### src/hw/bec_pkg.sv
package bec_pkg;

    // ----------------------------------------------------------------
    // Register map
    // ----------------------------------------------------------------
    // Printed offsets are not multiples of four, so they are indices.
    localparam logic [15:0] BEC_IDX_BOOST_CTRL = 16'h4064;
    localparam logic [15:0] BEC_IDX_BOOST_SLEEP = 16'h4065;
    localparam logic [15:0] BEC_IDX_EXT_CTRL = 16'h4066;
    localparam logic [15:0] BEC_IDX_SEQ_CTRL = 16'h4070;
    localparam logic [15:0] BEC_IDX_IRQ_STATUS = 16'h4071;
    localparam logic [15:0] BEC_IDX_IRQ_MASK = 16'h4072;
    localparam logic [15:0] BEC_IDX_KEY = 16'h4073;
    localparam logic [15:0] BEC_IDX_STATE = 16'h4074;

    // ----------------------------------------------------------------
    // Field positions and reset values
    // ----------------------------------------------------------------
    localparam int BEC_ERR_ACT_LSB = 14;
    localparam int BEC_HWC_SRC_LSB = 11;
    localparam int BEC_HWC_MODE_BIT = 8;
    localparam int BEC_RANGE_LSB = 2;
    localparam int BEC_FBSRC_BIT = 0;
    localparam int BEC_SW_EN_BIT = 1;
    localparam int BEC_SLPENA_BIT = 8;
    localparam int BEC_ON_SLOT_LSB = 13;
    localparam int BEC_SLP_SLOT_LSB = 5;
    localparam int BEC_EXT_HWCENA_BIT = 8;
    localparam int BEC_EXT_SW_EN_BIT = 0;
    localparam logic [15:0] BEC_BOOST_CTRL_RST = 16'h0104;
    localparam logic [15:0] BEC_BOOST_CTRL_MASK = 16'hd90f;
    localparam logic [15:0] BEC_BOOST_SLEEP_MASK = 16'h0100;
    localparam logic [15:0] BEC_EXT_CTRL_MASK = 16'hf9e1;
    localparam logic [15:0] BEC_KEY_VALUE = 16'h9716;

    localparam logic [1:0] BEC_ACT_IGNORE = 2'h0;
    localparam logic [1:0] BEC_ACT_SHUTDOWN = 2'h1;
    localparam logic [1:0] BEC_ACT_RESET = 2'h2;
    localparam logic [2:0] BEC_SLOT_HWE1 = 3'h6;
    localparam logic [2:0] BEC_SLOT_HWE2 = 3'h7;
    localparam logic [2:0] BEC_LAST_SLOT = 3'h5;
    localparam logic [2:0] BEC_FIRST_SLOT = 3'h1;

    // Interrupt status bits.
    localparam int BEC_IRQ_UV = 0;
    localparam int BEC_IRQ_UP_DONE = 1;
    localparam int BEC_IRQ_SLP_DONE = 2;
    localparam int BEC_IRQ_W = 3;

    typedef enum logic [2:0] {
        BEC_ST_IDLE = 3'b001,
        BEC_ST_UP = 3'b010,
        BEC_ST_DOWN = 3'b100
    } bec_seq_e;

endpackage

### src/hw/bec_ctrl.sv
// Contract
// - Undervoltage action field: 00 ignore, 01 converter off, 10 system reset, 11 reserved.
// - Every undervoltage event raises an interrupt, whatever the action field says.
// - Boost hardware source: none, input 1, input 2, or either input.
// - Mode bit 1 disables boost while source asserted; 0 means software enable only.
// - Two-bit range field selects output range, default 01.
// - Range field changes only while the security key permits protected writes.
// - Feedback bit picks current sink one (0) or two (1), default 0.
// - In sleep the boost is off unless sleep-enable is 1, then follows software enable.
// - Power-on slot: 000 never, 001-101 slots 1-5, 110/111 hardware enable 1/2.
// - External enable hardware source: none, input 1, input 2, or either input.
// - Hardware enable bit 0 ignores inputs; 1 lets asserted input force output low.
// - Sleep slot 001-101 deasserts in slots 5 down to 1; others leave output.
//
// Added by the designer: the APB slave port.
module bec_ctrl
    import bec_pkg::*;
#(
    parameter int SLOT_CYCLES = 4
)
(
    input wire logic pclk,
    input wire logic presetn,
    input wire logic psel,
    input wire logic penable,
    input wire logic pwrite,
    input wire logic [31:0] paddr,
    input wire logic [31:0] pwdata,
    input wire logic [3:0] pstrb,
    output logic [31:0] prdata,
    output logic pready,
    output logic pslverr,
    input wire logic hw_control_in1,
    input wire logic hw_control_in2,
    input wire logic hw_enable1,
    input wire logic hw_enable2,
    input wire logic boost_undervoltage,
    input wire logic power_up_req,
    input wire logic sleep_req,
    output logic boost_enable,
    output logic [1:0] boost_voltage_range,
    output logic boost_feedback_select,
    output logic system_reset_req,
    output logic external_enable_output_one,
    output logic [2:0] timeslot,
    output logic sleep_state,
    output logic irq
);

    // ----------------------------------------------------------------
    // State
    // ----------------------------------------------------------------
    typedef struct packed {
        logic [15:0] boost_ctrl;
        logic [15:0] boost_sleep;
        logic [15:0] ext_ctrl;
        logic [BEC_IRQ_W-1:0] irq_status;
        logic [BEC_IRQ_W-1:0] irq_mask;
        logic key_open;
        logic uv_shut;
        bec_seq_e seq;
        logic [2:0] slot;
        logic [7:0] slot_cnt;
        logic ext_seq_on;
        logic asleep;
        logic [31:0] prdata;
        logic pready;
        logic pslverr;
        logic boost_en;
        logic ext_en;
        logic sys_reset;
        logic irq;
    } bec_state_s;

    bec_state_s q_r;
    bec_state_s q_nxt;

    // ----------------------------------------------------------------
    // Helpers
    // ----------------------------------------------------------------
    function automatic logic hw_src_active(input logic [1:0] src, input logic h1,
                                           input logic h2);
        case (src)
            2'h1: hw_src_active = h1;
            2'h2: hw_src_active = h2;
            2'h3: hw_src_active = h1 | h2;
            default: hw_src_active = 1'b0;
        endcase
    endfunction

    function automatic logic [15:0] merge16(input logic [15:0] old, input logic [31:0] wd,
                                            input logic [3:0] st, input logic [15:0] msk);
        logic [15:0] v;
        v = old;
        if (st[0])
        begin
            v[7:0] = wd[7:0];
        end
        if (st[1])
        begin
            v[15:8] = wd[15:8];
        end
        merge16 = v & msk;
    endfunction

    logic [15:0] idx;
    logic setup;
    logic access;
    logic hw_boost;
    logic hw_ext;
    logic [2:0] on_slot;
    logic [2:0] slp_slot;
    logic [BEC_IRQ_W-1:0] irq_set;
    logic [15:0] rd;
    logic hit;

    always_comb
    begin
        q_nxt = q_r;
        idx = paddr[17:2];
        setup = psel & ~penable;
        access = psel & penable & q_r.pready;
        irq_set = '0;
        rd = 16'h0000;
        hit = 1'b1;
        on_slot = q_r.ext_ctrl[BEC_ON_SLOT_LSB +: 3];
        slp_slot = q_r.ext_ctrl[BEC_SLP_SLOT_LSB +: 3];

        // ------------------------------------------------------------
        // APB slave: answer is registered, no wait state.
        // ------------------------------------------------------------
        // Writes land at the edge that samples pready high, never at setup.
        q_nxt.pready = setup;
        case (idx)
            BEC_IDX_BOOST_CTRL: rd = q_r.boost_ctrl;
            BEC_IDX_BOOST_SLEEP: rd = q_r.boost_sleep;
            BEC_IDX_EXT_CTRL: rd = q_r.ext_ctrl;
            BEC_IDX_SEQ_CTRL: rd = 16'h0000;
            BEC_IDX_IRQ_STATUS: rd = {13'h0000, q_r.irq_status};
            BEC_IDX_IRQ_MASK: rd = {13'h0000, q_r.irq_mask};
            BEC_IDX_KEY: rd = {15'h0000, q_r.key_open};
            BEC_IDX_STATE: rd = {8'h00, q_r.slot, q_r.seq, q_r.uv_shut, q_r.asleep};
            default: hit = 1'b0;
        endcase
        q_nxt.prdata = setup ? {16'h0000, rd} : 32'h0000_0000;
        q_nxt.pslverr = setup & ~hit;

        if (access & pwrite & hit)
        begin
            case (idx)
                BEC_IDX_BOOST_CTRL:
                begin
                    q_nxt.boost_ctrl = merge16(q_r.boost_ctrl, pwdata, pstrb,
                                               BEC_BOOST_CTRL_MASK);
                    // A locked key keeps the range field as it was.
                    if (!q_r.key_open)
                    begin
                        q_nxt.boost_ctrl[BEC_RANGE_LSB +: 2] =
                            q_r.boost_ctrl[BEC_RANGE_LSB +: 2];
                    end
                end
                BEC_IDX_BOOST_SLEEP:
                    q_nxt.boost_sleep = merge16(q_r.boost_sleep, pwdata, pstrb,
                                                BEC_BOOST_SLEEP_MASK);
                BEC_IDX_EXT_CTRL:
                    q_nxt.ext_ctrl = merge16(q_r.ext_ctrl, pwdata, pstrb, BEC_EXT_CTRL_MASK);
                BEC_IDX_IRQ_MASK: q_nxt.irq_mask = pwdata[BEC_IRQ_W-1:0];
                BEC_IDX_KEY: q_nxt.key_open = (pwdata[15:0] == BEC_KEY_VALUE);
                BEC_IDX_SEQ_CTRL:
                    if (pwdata[0])
                    begin
                        q_nxt.uv_shut = 1'b0;
                    end
                default: q_nxt.irq_mask = q_r.irq_mask;
            endcase
        end

        // ------------------------------------------------------------
        // Undervoltage handling.
        // ------------------------------------------------------------
        q_nxt.sys_reset = 1'b0;
        if (boost_undervoltage)
        begin
            irq_set[BEC_IRQ_UV] = 1'b1;
            case (q_r.boost_ctrl[BEC_ERR_ACT_LSB +: 2])
                BEC_ACT_SHUTDOWN: q_nxt.uv_shut = 1'b1;
                BEC_ACT_RESET: q_nxt.sys_reset = 1'b1;
                default: q_nxt.uv_shut = q_nxt.uv_shut;
            endcase
        end

        // ------------------------------------------------------------
        // Timeslot sequencer.
        // ------------------------------------------------------------
        q_nxt.slot_cnt = q_r.slot_cnt + 8'h01;
        case (q_r.seq)
            BEC_ST_IDLE:
            begin
                q_nxt.slot_cnt = 8'h00;
                if (power_up_req & q_r.asleep)
                begin
                    q_nxt.seq = BEC_ST_UP;
                    q_nxt.slot = BEC_FIRST_SLOT;
                    q_nxt.asleep = 1'b0;
                end
                else if (sleep_req & ~q_r.asleep)
                begin
                    q_nxt.seq = BEC_ST_DOWN;
                    q_nxt.slot = BEC_LAST_SLOT;
                    q_nxt.asleep = 1'b1;
                end
            end
            BEC_ST_UP, BEC_ST_DOWN:
            begin
                if (q_r.slot_cnt == 8'(SLOT_CYCLES - 1))
                begin
                    q_nxt.slot_cnt = 8'h00;
                    if (q_r.seq == BEC_ST_UP)
                    begin
                        if (on_slot == q_r.slot)
                        begin
                            q_nxt.ext_seq_on = 1'b1;
                        end
                        q_nxt.slot = q_r.slot + 3'h1;
                        if (q_r.slot == BEC_LAST_SLOT)
                        begin
                            q_nxt.seq = BEC_ST_IDLE;
                            q_nxt.slot = 3'h0;
                            irq_set[BEC_IRQ_UP_DONE] = 1'b1;
                        end
                    end
                    else
                    begin
                        // Code 001 lands in slot 5, code 101 in slot 1.
                        if ((slp_slot >= BEC_FIRST_SLOT) && (slp_slot <= BEC_LAST_SLOT) &&
                            (3'(3'h6 - slp_slot) == q_r.slot))
                        begin
                            q_nxt.ext_seq_on = 1'b0;
                        end
                        q_nxt.slot = q_r.slot - 3'h1;
                        if (q_r.slot == BEC_FIRST_SLOT)
                        begin
                            q_nxt.seq = BEC_ST_IDLE;
                            q_nxt.slot = 3'h0;
                            irq_set[BEC_IRQ_SLP_DONE] = 1'b1;
                        end
                    end
                end
            end
            default:
            begin
                q_nxt.seq = BEC_ST_IDLE;
                q_nxt.slot = 3'h0;
            end
        endcase

        // ------------------------------------------------------------
        // Output enables.
        // ------------------------------------------------------------
        hw_boost = hw_src_active(q_r.boost_ctrl[BEC_HWC_SRC_LSB +: 2],
                                 hw_control_in1, hw_control_in2);
        hw_ext = hw_src_active(q_r.ext_ctrl[BEC_HWC_SRC_LSB +: 2],
                               hw_control_in1, hw_control_in2);

        q_nxt.boost_en = q_r.boost_ctrl[BEC_SW_EN_BIT] & ~q_r.uv_shut &
                         ~(q_r.boost_ctrl[BEC_HWC_MODE_BIT] & hw_boost) &
                         (~q_r.asleep | q_r.boost_sleep[BEC_SLPENA_BIT]);

        case (on_slot)
            BEC_SLOT_HWE1: q_nxt.ext_en = hw_enable1;
            BEC_SLOT_HWE2: q_nxt.ext_en = hw_enable2;
            3'h0: q_nxt.ext_en = q_r.ext_ctrl[BEC_EXT_SW_EN_BIT] & ~q_r.asleep;
            default: q_nxt.ext_en = q_r.ext_seq_on & q_r.ext_ctrl[BEC_EXT_SW_EN_BIT];
        endcase
        if (q_r.ext_ctrl[BEC_EXT_HWCENA_BIT] & hw_ext)
        begin
            q_nxt.ext_en = 1'b0;
        end

        // ------------------------------------------------------------
        // Interrupts: set wins over a write-one clear.
        // ------------------------------------------------------------
        if (access & pwrite & (idx == BEC_IDX_IRQ_STATUS))
        begin
            q_nxt.irq_status = q_r.irq_status & ~pwdata[BEC_IRQ_W-1:0];
        end
        q_nxt.irq_status = q_nxt.irq_status | irq_set;
        q_nxt.irq = |(q_nxt.irq_status & q_r.irq_mask);
    end

    always_ff @(posedge pclk or negedge presetn)
    begin
        if (!presetn)
        begin
            q_r <= '{boost_ctrl: BEC_BOOST_CTRL_RST, seq: BEC_ST_IDLE, asleep: 1'b1,
                     default: '0};
        end
        else
        begin
            q_r <= q_nxt;
        end
    end

    // Fields drive the analogue side straight from their flops.
    assign boost_voltage_range = q_r.boost_ctrl[BEC_RANGE_LSB +: 2];
    assign boost_feedback_select = q_r.boost_ctrl[BEC_FBSRC_BIT];
    assign boost_enable = q_r.boost_en;
    assign external_enable_output_one = q_r.ext_en;
    assign system_reset_req = q_r.sys_reset;
    assign timeslot = q_r.slot;
    assign sleep_state = q_r.asleep;
    assign irq = q_r.irq;
    assign prdata = q_r.prdata;
    assign pready = q_r.pready;
    assign pslverr = q_r.pslverr;

endmodule

### config.mk
export PLATFORM = sky130hd
export DESIGN_NAME = bec_ctrl
export DESIGN_NICKNAME = d
export VERILOG_FILES = /design/src/hw/bec_pkg.sv /design/src/hw/bec_ctrl.sv
export SDC_FILE = /design/constraint.sdc
export NUM_CORES = 1
export LEC_CHECK = 0
export BUFFER_PORTS_ARGS = -buffer_cell sky130_fd_sc_hd__buf_2
export CORE_ASPECT_RATIO = 2
export CORE_MARGIN = 5
export CORE_UTILIZATION = 54
export DETAILED_ROUTE_END_ITERATION = 8
export GPL_TIMING_DRIVEN = 0
export PLACE_DENSITY = 0.85
export SYNTH_ARGS = -nofsm -noshare
export SYNTH_HDL_FRONTEND = slang
export SYNTH_SLANG_ARGS = --single-unit
export TNS_END_PERCENT = 20
### constraint.sdc
create_clock -name pclk -period 3.2 [get_ports pclk]
set_input_delay 0.32 -clock pclk [delete_from_list [all_inputs] [get_ports pclk]]
set_output_delay 0.32 -clock pclk [all_outputs]
set_load 0.01 [all_outputs]
# Word level (Yosys, flattened, before mapping)
# Index checks and enable logic that the tools add are counted.
totals:
  register_bits: 66
  inputBits: 80
  output_inout_bits: 45
  elab_cells: 142
op_classes:
  add_sub_neg: 4
  magnitude_cmp: 2
  n_eq_ne: 32
  n_mux: 35
  bitwise_logic: 27
  reduce_logical: 20
ops:
  columns: ["cell", "n"]
  rows:
  - ["equality test 16 x 15 -> 1 bit (second input constant)", 8]
  - ["one-hot mux 16 bit (7 select lines)", 1]
  - ["2-to-1 mux 6 bit", 5]
  - ["2-to-1 mux 1 bit", 19]
  - ["bitwise AND 1 bit", 16]
  - ["equality test 16 bit (second input constant)", 1]
  - ["2-to-1 mux 16 bit", 1]
  - ["one-hot mux 8 bit (2 select lines)", 1]
  - ["2-to-1 mux 15 bit", 1]
  - ["AND reduction 3 bit", 5]
  - ["equality test 3 bit (second input constant)", 4]
  - ["one-hot mux 6 bit (2 select lines)", 1]
  - ["AND reduction 4 bit", 3]
  - ["equality test 2 bit (second input constant)", 5]
  - ["!= test 3 bit (second input constant)", 3]
  - ["one-hot mux 1 bit (3 select lines)", 3]
  - ["adder 8 x 1 -> 8 bit (second input constant)", 1]
  - ["equality test 8 x 2 -> 1 bit (second input constant)", 1]
  - ["AND reduction 2 bit", 4]
  - ["OR reduction 8 bit", 1]
  - ["bitwise AND 3 bit", 2]
  - ["equality test 2 x 1 -> 1 bit (second input constant)", 3]
  - ["equality test 3 x 1 -> 1 bit (second input constant)", 2]
  - ["equality test 3 bit", 2]
  - ["other kinds (19)", 27]

# Longest topological paths before layout
# Gate-level depths: netlist of the first run.
logic_depth:
  word_depth: 8
  depth_mapped: 7
  ltp_nobuf: 7

# Worst setup path before layout of the first run
# Ideal clock, no wire load.
synth_timing:
  path_type: "reg-to-reg"
  from: "register q_r[51] (netlist name)"
  to: "register q_r[53] (netlist name)"
  setup_time_ps: 125
  arrival_ps: 1756
  t_required_ps: 3075
  slack_ps: 1319
  path_stages_with_launch: 6
  n_path_buf: 0
  synth_period_minus_slack_ps: 1881
  path_cell_list: "dfstp_2 > nor3b_1 > a21boi_2 > a22oi_1 > o21ai_0 > mux2_2"
synth_between:
  elab_chain_cells: 4
  word_cells_on_any_way: 12
  cone_classes: "7 x eq/ne; 3 x mux; 2 x reduce/logical"
synth_rtl:
  columns: ["element", "line", "source"]
  rows:
  - ["start: declaration", "bec_ctrl.sv:75", "bec_state_s q_r;"]
  - ["start signal: assignment", "bec_ctrl.sv:295", "q_r <= '{boost_ctrl: BEC_BOOST_CTRL_RST, seq: BEC_ST_IDLE, asleep: 1'b1,"]
  - ["start signal: assignment", "bec_ctrl.sv:300", "q_r <= q_nxt;"]
  - ["equality test 3 x 2 -> 1 bit / equality test 3 bit (equally long branches)", "bec_ctrl.sv:196, bec_ctrl.sv:218", null]
  - ["OR reduction 2 bit / 2-to-1 mux 6 bit (equally long branches)", "bec_ctrl.sv:196, bec_ctrl.sv:218", null]
  - ["!= test 3 bit (no line), or another cell as far along", null, null]
  - ["AND reduction 4 bit (no line) / one-hot mux 6 bit (2 select lines) (equally long branches)", null, null]
# Parallel ways exist; a longest one is shown, timed or not. The select of a mux whose other input is x is not followed.
# A chain may end at the register's enable or synchronous reset.

# Worst setup path after layout of the first run
layout_timing:
  from: "register q_r[40] (netlist name)"
  to: "register q_r[53] (netlist name)"
layout_between:
  elab_chain_cells: 3
layout_rtl:
  columns: ["element", "line", "source"]
  rows:
  - ["equality test 8 x 2 -> 1 bit", "bec_ctrl.sv:215", "if (q_r.slot_cnt == 8'(SLOT_CYCLES - 1))"]
  - ["!= test 2 bit (no line)", null, null]
  - ["AND reduction 4 bit (no line)", null, null]
# No other way between the ends.

==> impl_metrics.env, run 1 <==
export IMPL_die_w_um=67.91
export IMPL_r2r_cells=6
export IMPL_routed_wl_um=8991
export IMPL_clkTransAtPathRegs_ns=0.05
export IMPL_synth_cell_types=66
export IMPL_synth_common_cells="dfrtp_1, buf_4, nor2_1, mux2_2, o21ai_0"
export IMPL_clkSinkCount=64
export IMPL_met3_usage=0.04545
export IMPL_path_class="flop to flop"
export IMPL_critPathTopFamily="compound AO/OA/AOI/OAI gates"
export IMPL_yosysTopAreaCell="dfrtp_1"
export IMPL_max_slew_margin_rel=0.4723
export IMPL_fillers=508
export IMPL_antenna_found_initial=0
export IMPL_multi_input_area_um2=1703
export IMPL_cp_max_fo=6
export IMPL_powerDensity_nw_per_um2=589.7
export IMPL_grt_max_degree=65
export IMPL_grt_usage=0.2249
export IMPL_seq_area_frac_synth=0.4435
export IMPL_place_area_um2=4151
export IMPL_worst_slack_ns=0.9607
export IMPL_dp_slack_ns=0.9485
export IMPL_routedWlPerCell_um=16.87
export IMPL_fmaxAchievable_ghz=0.4466
export IMPL_drive_gt1_frac=0.3820
export IMPL_grt_pass1_wl_um=14320
export IMPL_skew_ns=0.003432
export IMPL_drt_initial_drc_count=202
export IMPL_fin_crit_sh=0.6998
export IMPL_syn_cell_area_um2=3622
export IMPL_dr_pass1_iters=5
export IMPL_core_um2=6569
export IMPL_setup_violations=0
export IMPL_final_util=0.6781
export IMPL_clk_latency_ns=0.33
export IMPL_htreeDepth=3
export IMPL_vias=3016
export IMPL_grt_use_met1=0.2272
export IMPL_rsz0062_at_grt="no"
export IMPL_status="finished, final reports clean"
export IMPL_path_buf_inv=0
export IMPL_fin_setup_tns_ns=0
export IMPL_nNetsFinal=527
export IMPL_dp_hpwl_um=6808
export IMPL_cp_slowest_stage_delay_ns=0.41
export IMPL_fin_crit_ns=2.239
export IMPL_worstPathCellList="ha_1, nor4b_2, nand2_1, a22oi_1, o21ai_0, mux2_2"
export IMPL_grt_busiest_layer="met2"
export IMPL_stdcell_area_um2=4454
export IMPL_io_pins=125
export IMPL_routabilityCongestion=0.8915
export IMPL_worst_pin_slew_ns=0.7916
export IMPL_cp_arrival_ns=2.46
export IMPL_cts_buffer_depth=2
export IMPL_die_y_um=125.8
export IMPL_fp_row_count=42
export IMPL_root_buffer="clkbuf_16"
export IMPL_hold_viol_final=0
export IMPL_synthCells=341
export IMPL_via_per_inst=5.659
export IMPL_port_buffers=71
export IMPL_antenna_left=0
export IMPL_end_kind="flop"
export IMPL_die_area_um2=8545
export IMPL_start_kind="flop"
export IMPL_async_flop_share=1.000
export IMPL_grt_overflow_total=0
export IMPL_max_cap_violations=0
export IMPL_postCtsSetupRepairBufs=0
export IMPL_synth_seq_cells=64
export IMPL_synth_area_per_cell_um2=10.62
export IMPL_cts_resized_gates=0
export IMPL_power_leakage_nw=2.209
export IMPL_ys_warn_count=0
export IMPL_slowest_stage="a22oi_1"
export IMPL_yosysMostFrequentCell="dfrtp_1"
export IMPL_drcViolationCount=0
export IMPL_hold_path_class="input pin to asynchronous set/reset pin"
export IMPL_synth_main_ff_cell="dfrtp_1"
export IMPL_drv_slew=0
export IMPL_diodes=0
export IMPL_initial_utilization=0.5514
export IMPL_path_depth=6
export IMPL_synthToLayoutAreaGrowth_pct=22.97
export IMPL_cts_tree="built"
export IMPL_register_area_um2=1607
export IMPL_grt_met2_usage=0.4015
export IMPL_numCtsBuffers=9
export IMPL_grt_pass1_vias=3008
export IMPL_synth_edf_count=0
export IMPL_peakVddDrop_v=0.0004270
export IMPL_worst_ep_required_time_ns=3.42
export IMPL_yosysTopAreaCellShare=0.4145
export IMPL_synthTopCellsByArea="dfrtp_1, buf_4, mux2_2"
export IMPL_ctsHoldBuffers=0
==> state kept, by name, indices dropped and copies added, names as in the netlist, 2 cells and up <==
signal / flops
prdata: 14
timeslot: 3
q_r: 34
boost_voltage_range: 2
on_slot: 3
==> kinds of logic after synthesis <==
family                     after synthesis  share of synthesized area
xor gates and xnor gates                14                    0.03385
and+or+nand+nor                        109                     0.1962
buffers and inverters                   58                     0.1040
AOI/OAI and AO/OA                       64                     0.1230
other                                    1                   0.001035
DFF                                     64                     0.4435
muxes                                   24                    0.07427
adders and majority gates                7                    0.02418
==> power breakdown <==
part,leakage [nW],total (mW),internal [mW],switching (mW)
combinational,1.22,0.673,0.289,0.385
clock,0.150,0.976,0.642,0.334
sequential,0.837,0.978,0.891,0.0869
==> final cells by class <==
type                    count  area share
well taps                  88     0.02472
plain buffers              47     0.07528
clock inverters             3    0.008989
multi-input cells         236      0.3823
clock buffers              13     0.05843
inverters                  11    0.009270
repair buffers             71     0.08034
flip-flops and latches     64      0.3607
==> layout by cell type (no fill, tap or decap), drive strengths merged, types with 2 or more instances in the layout <==
cell,n
nor2,26
nor4b,3
o31ai,2
nand2b,3
and3b,2
clkbuf,17
dfstp,4
nand3b,2
nor3,10
nor4,8
nor3b,2
xor2,9
clkinv,2
o41ai,4
nand3,8
inv,11
buf,114
a31oi,3
and2,2
nand4,3
nand2,14
or3b,2
and3,6
dfrtp,60
ha,7
a22oi,11
nor2b,9
xnor2,5
a22o,3
conb,18
a221oi,2
o21ai,16
a21oi,9
mux2,23
==> final timing paths <==
check	startpoint	end	slack [ns]
worst max-delay path	q_r[40]	q_r[53]	0.96
worst max register to register	q_r[40]	q_r[53]	0.96
max in group asynchronous	presetn	prdata[5]	2.61
worst min-delay path	presetn	pslverr	0.07
min in group pclk	pwdata[1]	q_r[95]	0.24
worst min register to register	q_r[40]	q_r[40]	0.49
==> per-stage QoR <==
stage | power, mW | instances | hold WS, ns
floorplan | 1.443 | 358 | 0.02441
global placement | 1.624 | 517 | 0.4731
detailed placement | 1.653 | 517 | 0.4857
CTS | 2.635 | 533 | 0.2290
global route | 2.755 | 533 | 0.1378
finish | 2.627 | 533 | 0.07068
==> routing by layer <==
| layer | routed length (µm) | vias up | part of all wire |
|---|---|---|---|
| met1 | 2954 | 1467 | 0.33 |
| met4 | 415 | 0 | 0.046 |
| li1 | - | 1383 | - |
| met3 | 588 | 35 | 0.065 |
| met2 | 5033 | 131 | 0.56 |
| met5 | 0 | - | 0 |
No activity file was read; power rests on OpenSTA's default activity.
==> run 2: changes to the inputs <==
- CORE_UTILIZATION: 54 -> 46
- PLACE_DENSITY: 0.85 -> 0.77
- clock period: 3.2 -> 1.9 ns (I/O delays scaled with it)
==> run 2 against run 1 <==
  * The run now ends with hold timing, setup timing left
  * Worst hold slack got worse by 0.14 ns
  * Fmax is 13% higher
  * Global-route usage decreased by 2.8 points
  * Sequential power rose by 71%
  * Clock power up 79%
  * Critical path type unchanged
  * Non-clock buffer count increased by 9
==> impl_metrics.env, run 2 (synthesis gave the netlist of run 1 again) <==
export IMPL_status="finished, violations left"
export IMPL_violations="hold timing, setup timing"
export IMPL_clkTransAtPathRegs_ns=0.05
export IMPL_fmaxAchievable_ghz=0.5065
export IMPL_fp_row_count=45
export IMPL_powerDensity_nw_per_um2=1037
export IMPL_final_common_cell="buf_2"
export IMPL_skew_ns=0.003665
export IMPL_top_register="q_r"
export IMPL_path_class="flop to flop"
export IMPL_cp_arrival_ns=2.22
export IMPL_largest_reg_flops=34
export IMPL_max_cap_violations=0
export IMPL_r2r_cells=7
export IMPL_placed_cells=523
export IMPL_worst_slack_ns=-0.07430
export IMPL_critPathTopFamily="simple AND/OR/NAND/NOR gates"
export IMPL_combinationalPowerShare=0.295
export IMPL_port_buffers=71
export IMPL_fin_setup_tns_ns=-0.07430
export IMPL_p_total_mw=4.853
export IMPL_cp_slowest_stage_delay_ns=0.39
export IMPL_p_sw_mw=1.483
export IMPL_hold_path_class="input pin to asynchronous set/reset pin"
export IMPL_io_pins=125
export IMPL_end_kind="flop"
export IMPL_internal_power_mw=3.370
export IMPL_hold_viol_final=60
export IMPL_worst_pin_slew_ns=0.7874
export IMPL_switching_share=0.3056
export IMPL_root_buffer="clkbuf_16"
export IMPL_p_clk_frac=0.361
export IMPL_place_area_um2=4159
export IMPL_r2r_end="timeslot[2]"
export IMPL_grt_pass1_wl_um=14700
export IMPL_die_area_um2=9857
export IMPL_initial_utilization=0.4730
export IMPL_grt_usage=0.1973
export IMPL_drt_initial_drc_count=280
export IMPL_hold_ws_ns=-0.07095
export IMPL_grt_overflow_total=0
export IMPL_antenna_left=0
export IMPL_dr_pass1_iters=4
export IMPL_layout_common_cells="buf_2, dfrtp_1, buf_4"
export IMPL_stdcell_area_um2=4681
export IMPL_worst_ep_required_time_ns=2.15
export IMPL_clk_latency_ns=0.33
export IMPL_worstPathCellList="buf_6, or3b_1, buf_6, or3b_1, a21oi_1, o311ai_1, a31oi_1"
export IMPL_die_w_um=72.75
export IMPL_core_um2=7657
export IMPL_seq_power_share=0.344
export IMPL_final_util=0.6113
export IMPL_numCtsBuffers=9
export IMPL_fin_crit_ns=1.974
export IMPL_nNetsFinal=536
export IMPL_power_leakage_nw=2.306
export IMPL_drv_slew=0
export IMPL_r2r_start="q_r[53]"
export IMPL_start_kind="flop"
export IMPL_drcViolationCount=0
export IMPL_rsz0062_at_grt="yes"
export IMPL_dp_hpwl_um=7099
export IMPL_dp_slack_ns=-0.3436
export IMPL_grt_pass1_vias=3022
export IMPL_grt_max_degree=65
export IMPL_synthToLayoutAreaGrowth_pct=29.22
export IMPL_routed_wl_um=9459
export IMPL_peakVddDrop_v=0.0007267
export IMPL_cts_buffer_depth=2
export IMPL_antenna_found_initial=0
export IMPL_routedWlPerCell_um=17.26
export IMPL_drive_gt1_frac=0.4207
export IMPL_slowest_stage="or3b_1"
export IMPL_max_slew_margin_rel=0.4751
export IMPL_vias=3023
export IMPL_path_buf_inv=2
export IMPL_htreeDepth=3
export IMPL_diodes=0
export IMPL_via_per_inst=5.516
export IMPL_final_cells=548
export IMPL_fin_crit_sh=1.039
export IMPL_routabilityCongestion=0.8797
export IMPL_clkSinkCount=64
export IMPL_die_y_um=135.5
export IMPL_setup_violations=1
export IMPL_cts_tree="built"
export IMPL_cp_max_fo=10
export IMPL_rrSetupSlack_ns=-0.07
-- run 2: routing by layer --
layer,vias to the layer above,routed length (µm),global-route usage,share of wire
met5,-,0,0,0
met2,116,5381,0.3607,0.57
li1,1403,-,-,-
met3,20,590,0.04681,0.062
met1,1484,3212,0.1970,0.34
met4,0,274,0.1088,0.029
-- run 2: worst max-delay path by stage --
stage / startpoint / endpoint / slack (ns) / cells after the start
2_1_floorplan: q_r[51] / q_r[53] / 0.02 / 5
3_3_place_gp: q_r[40] / q_r[53] / -0.29 / 6
3_5_place_dp: q_r[40] / q_r[53] / -0.34 / 6
4_1_cts: q_r[53] / timeslot[2] / -0.01 / 7
5_1_grt: q_r[53] / timeslot[2] / -0.11 / 7
6_report: q_r[53] / timeslot[2] / -0.07 / 7
-- run 2: layout make-up --
class                      count  area, µm²
fill                         664       2977
multi-input combinational    236       1829
sequential                    64       1608
timing repair buffer          80      425.4
buffer                        47      344.1
clock buffer                  13      250.2
tap                           94      117.6
clock inverter                 3      65.06
inverter                      11      41.29
-- run 2: worst register-to-register path, cell delays in order, from the launching register on --
cell      delay, ns
dfrtp_1        0.37
buf_6          0.15
or3b_1         0.39
buf_6          0.15
or3b_1         0.36
a21oi_1        0.14
o311ai_1       0.16
a31oi_1        0.17
-- run 2: power by group through the flow --
stage	sequential [mW]	clock [mW]	combinational [mW]
2_1_floorplan	1.63	0	0.798
3_3_place_gp	1.66	0	1.09
3_5_place_dp	1.67	0	1.12
4_1_cts	1.65	1.77	1.22
5_1_grt	1.68	1.83	1.57
6_report	1.67	1.75	1.43
-- run 2: repair_timing --
item / CTS / global route
setup buffers: 2 / 7
pin swaps: 6 / 3
endpoints found under the setup margin: 16 / 18
hold buffers: 0 / 0
gates resized for setup: 11 / 14
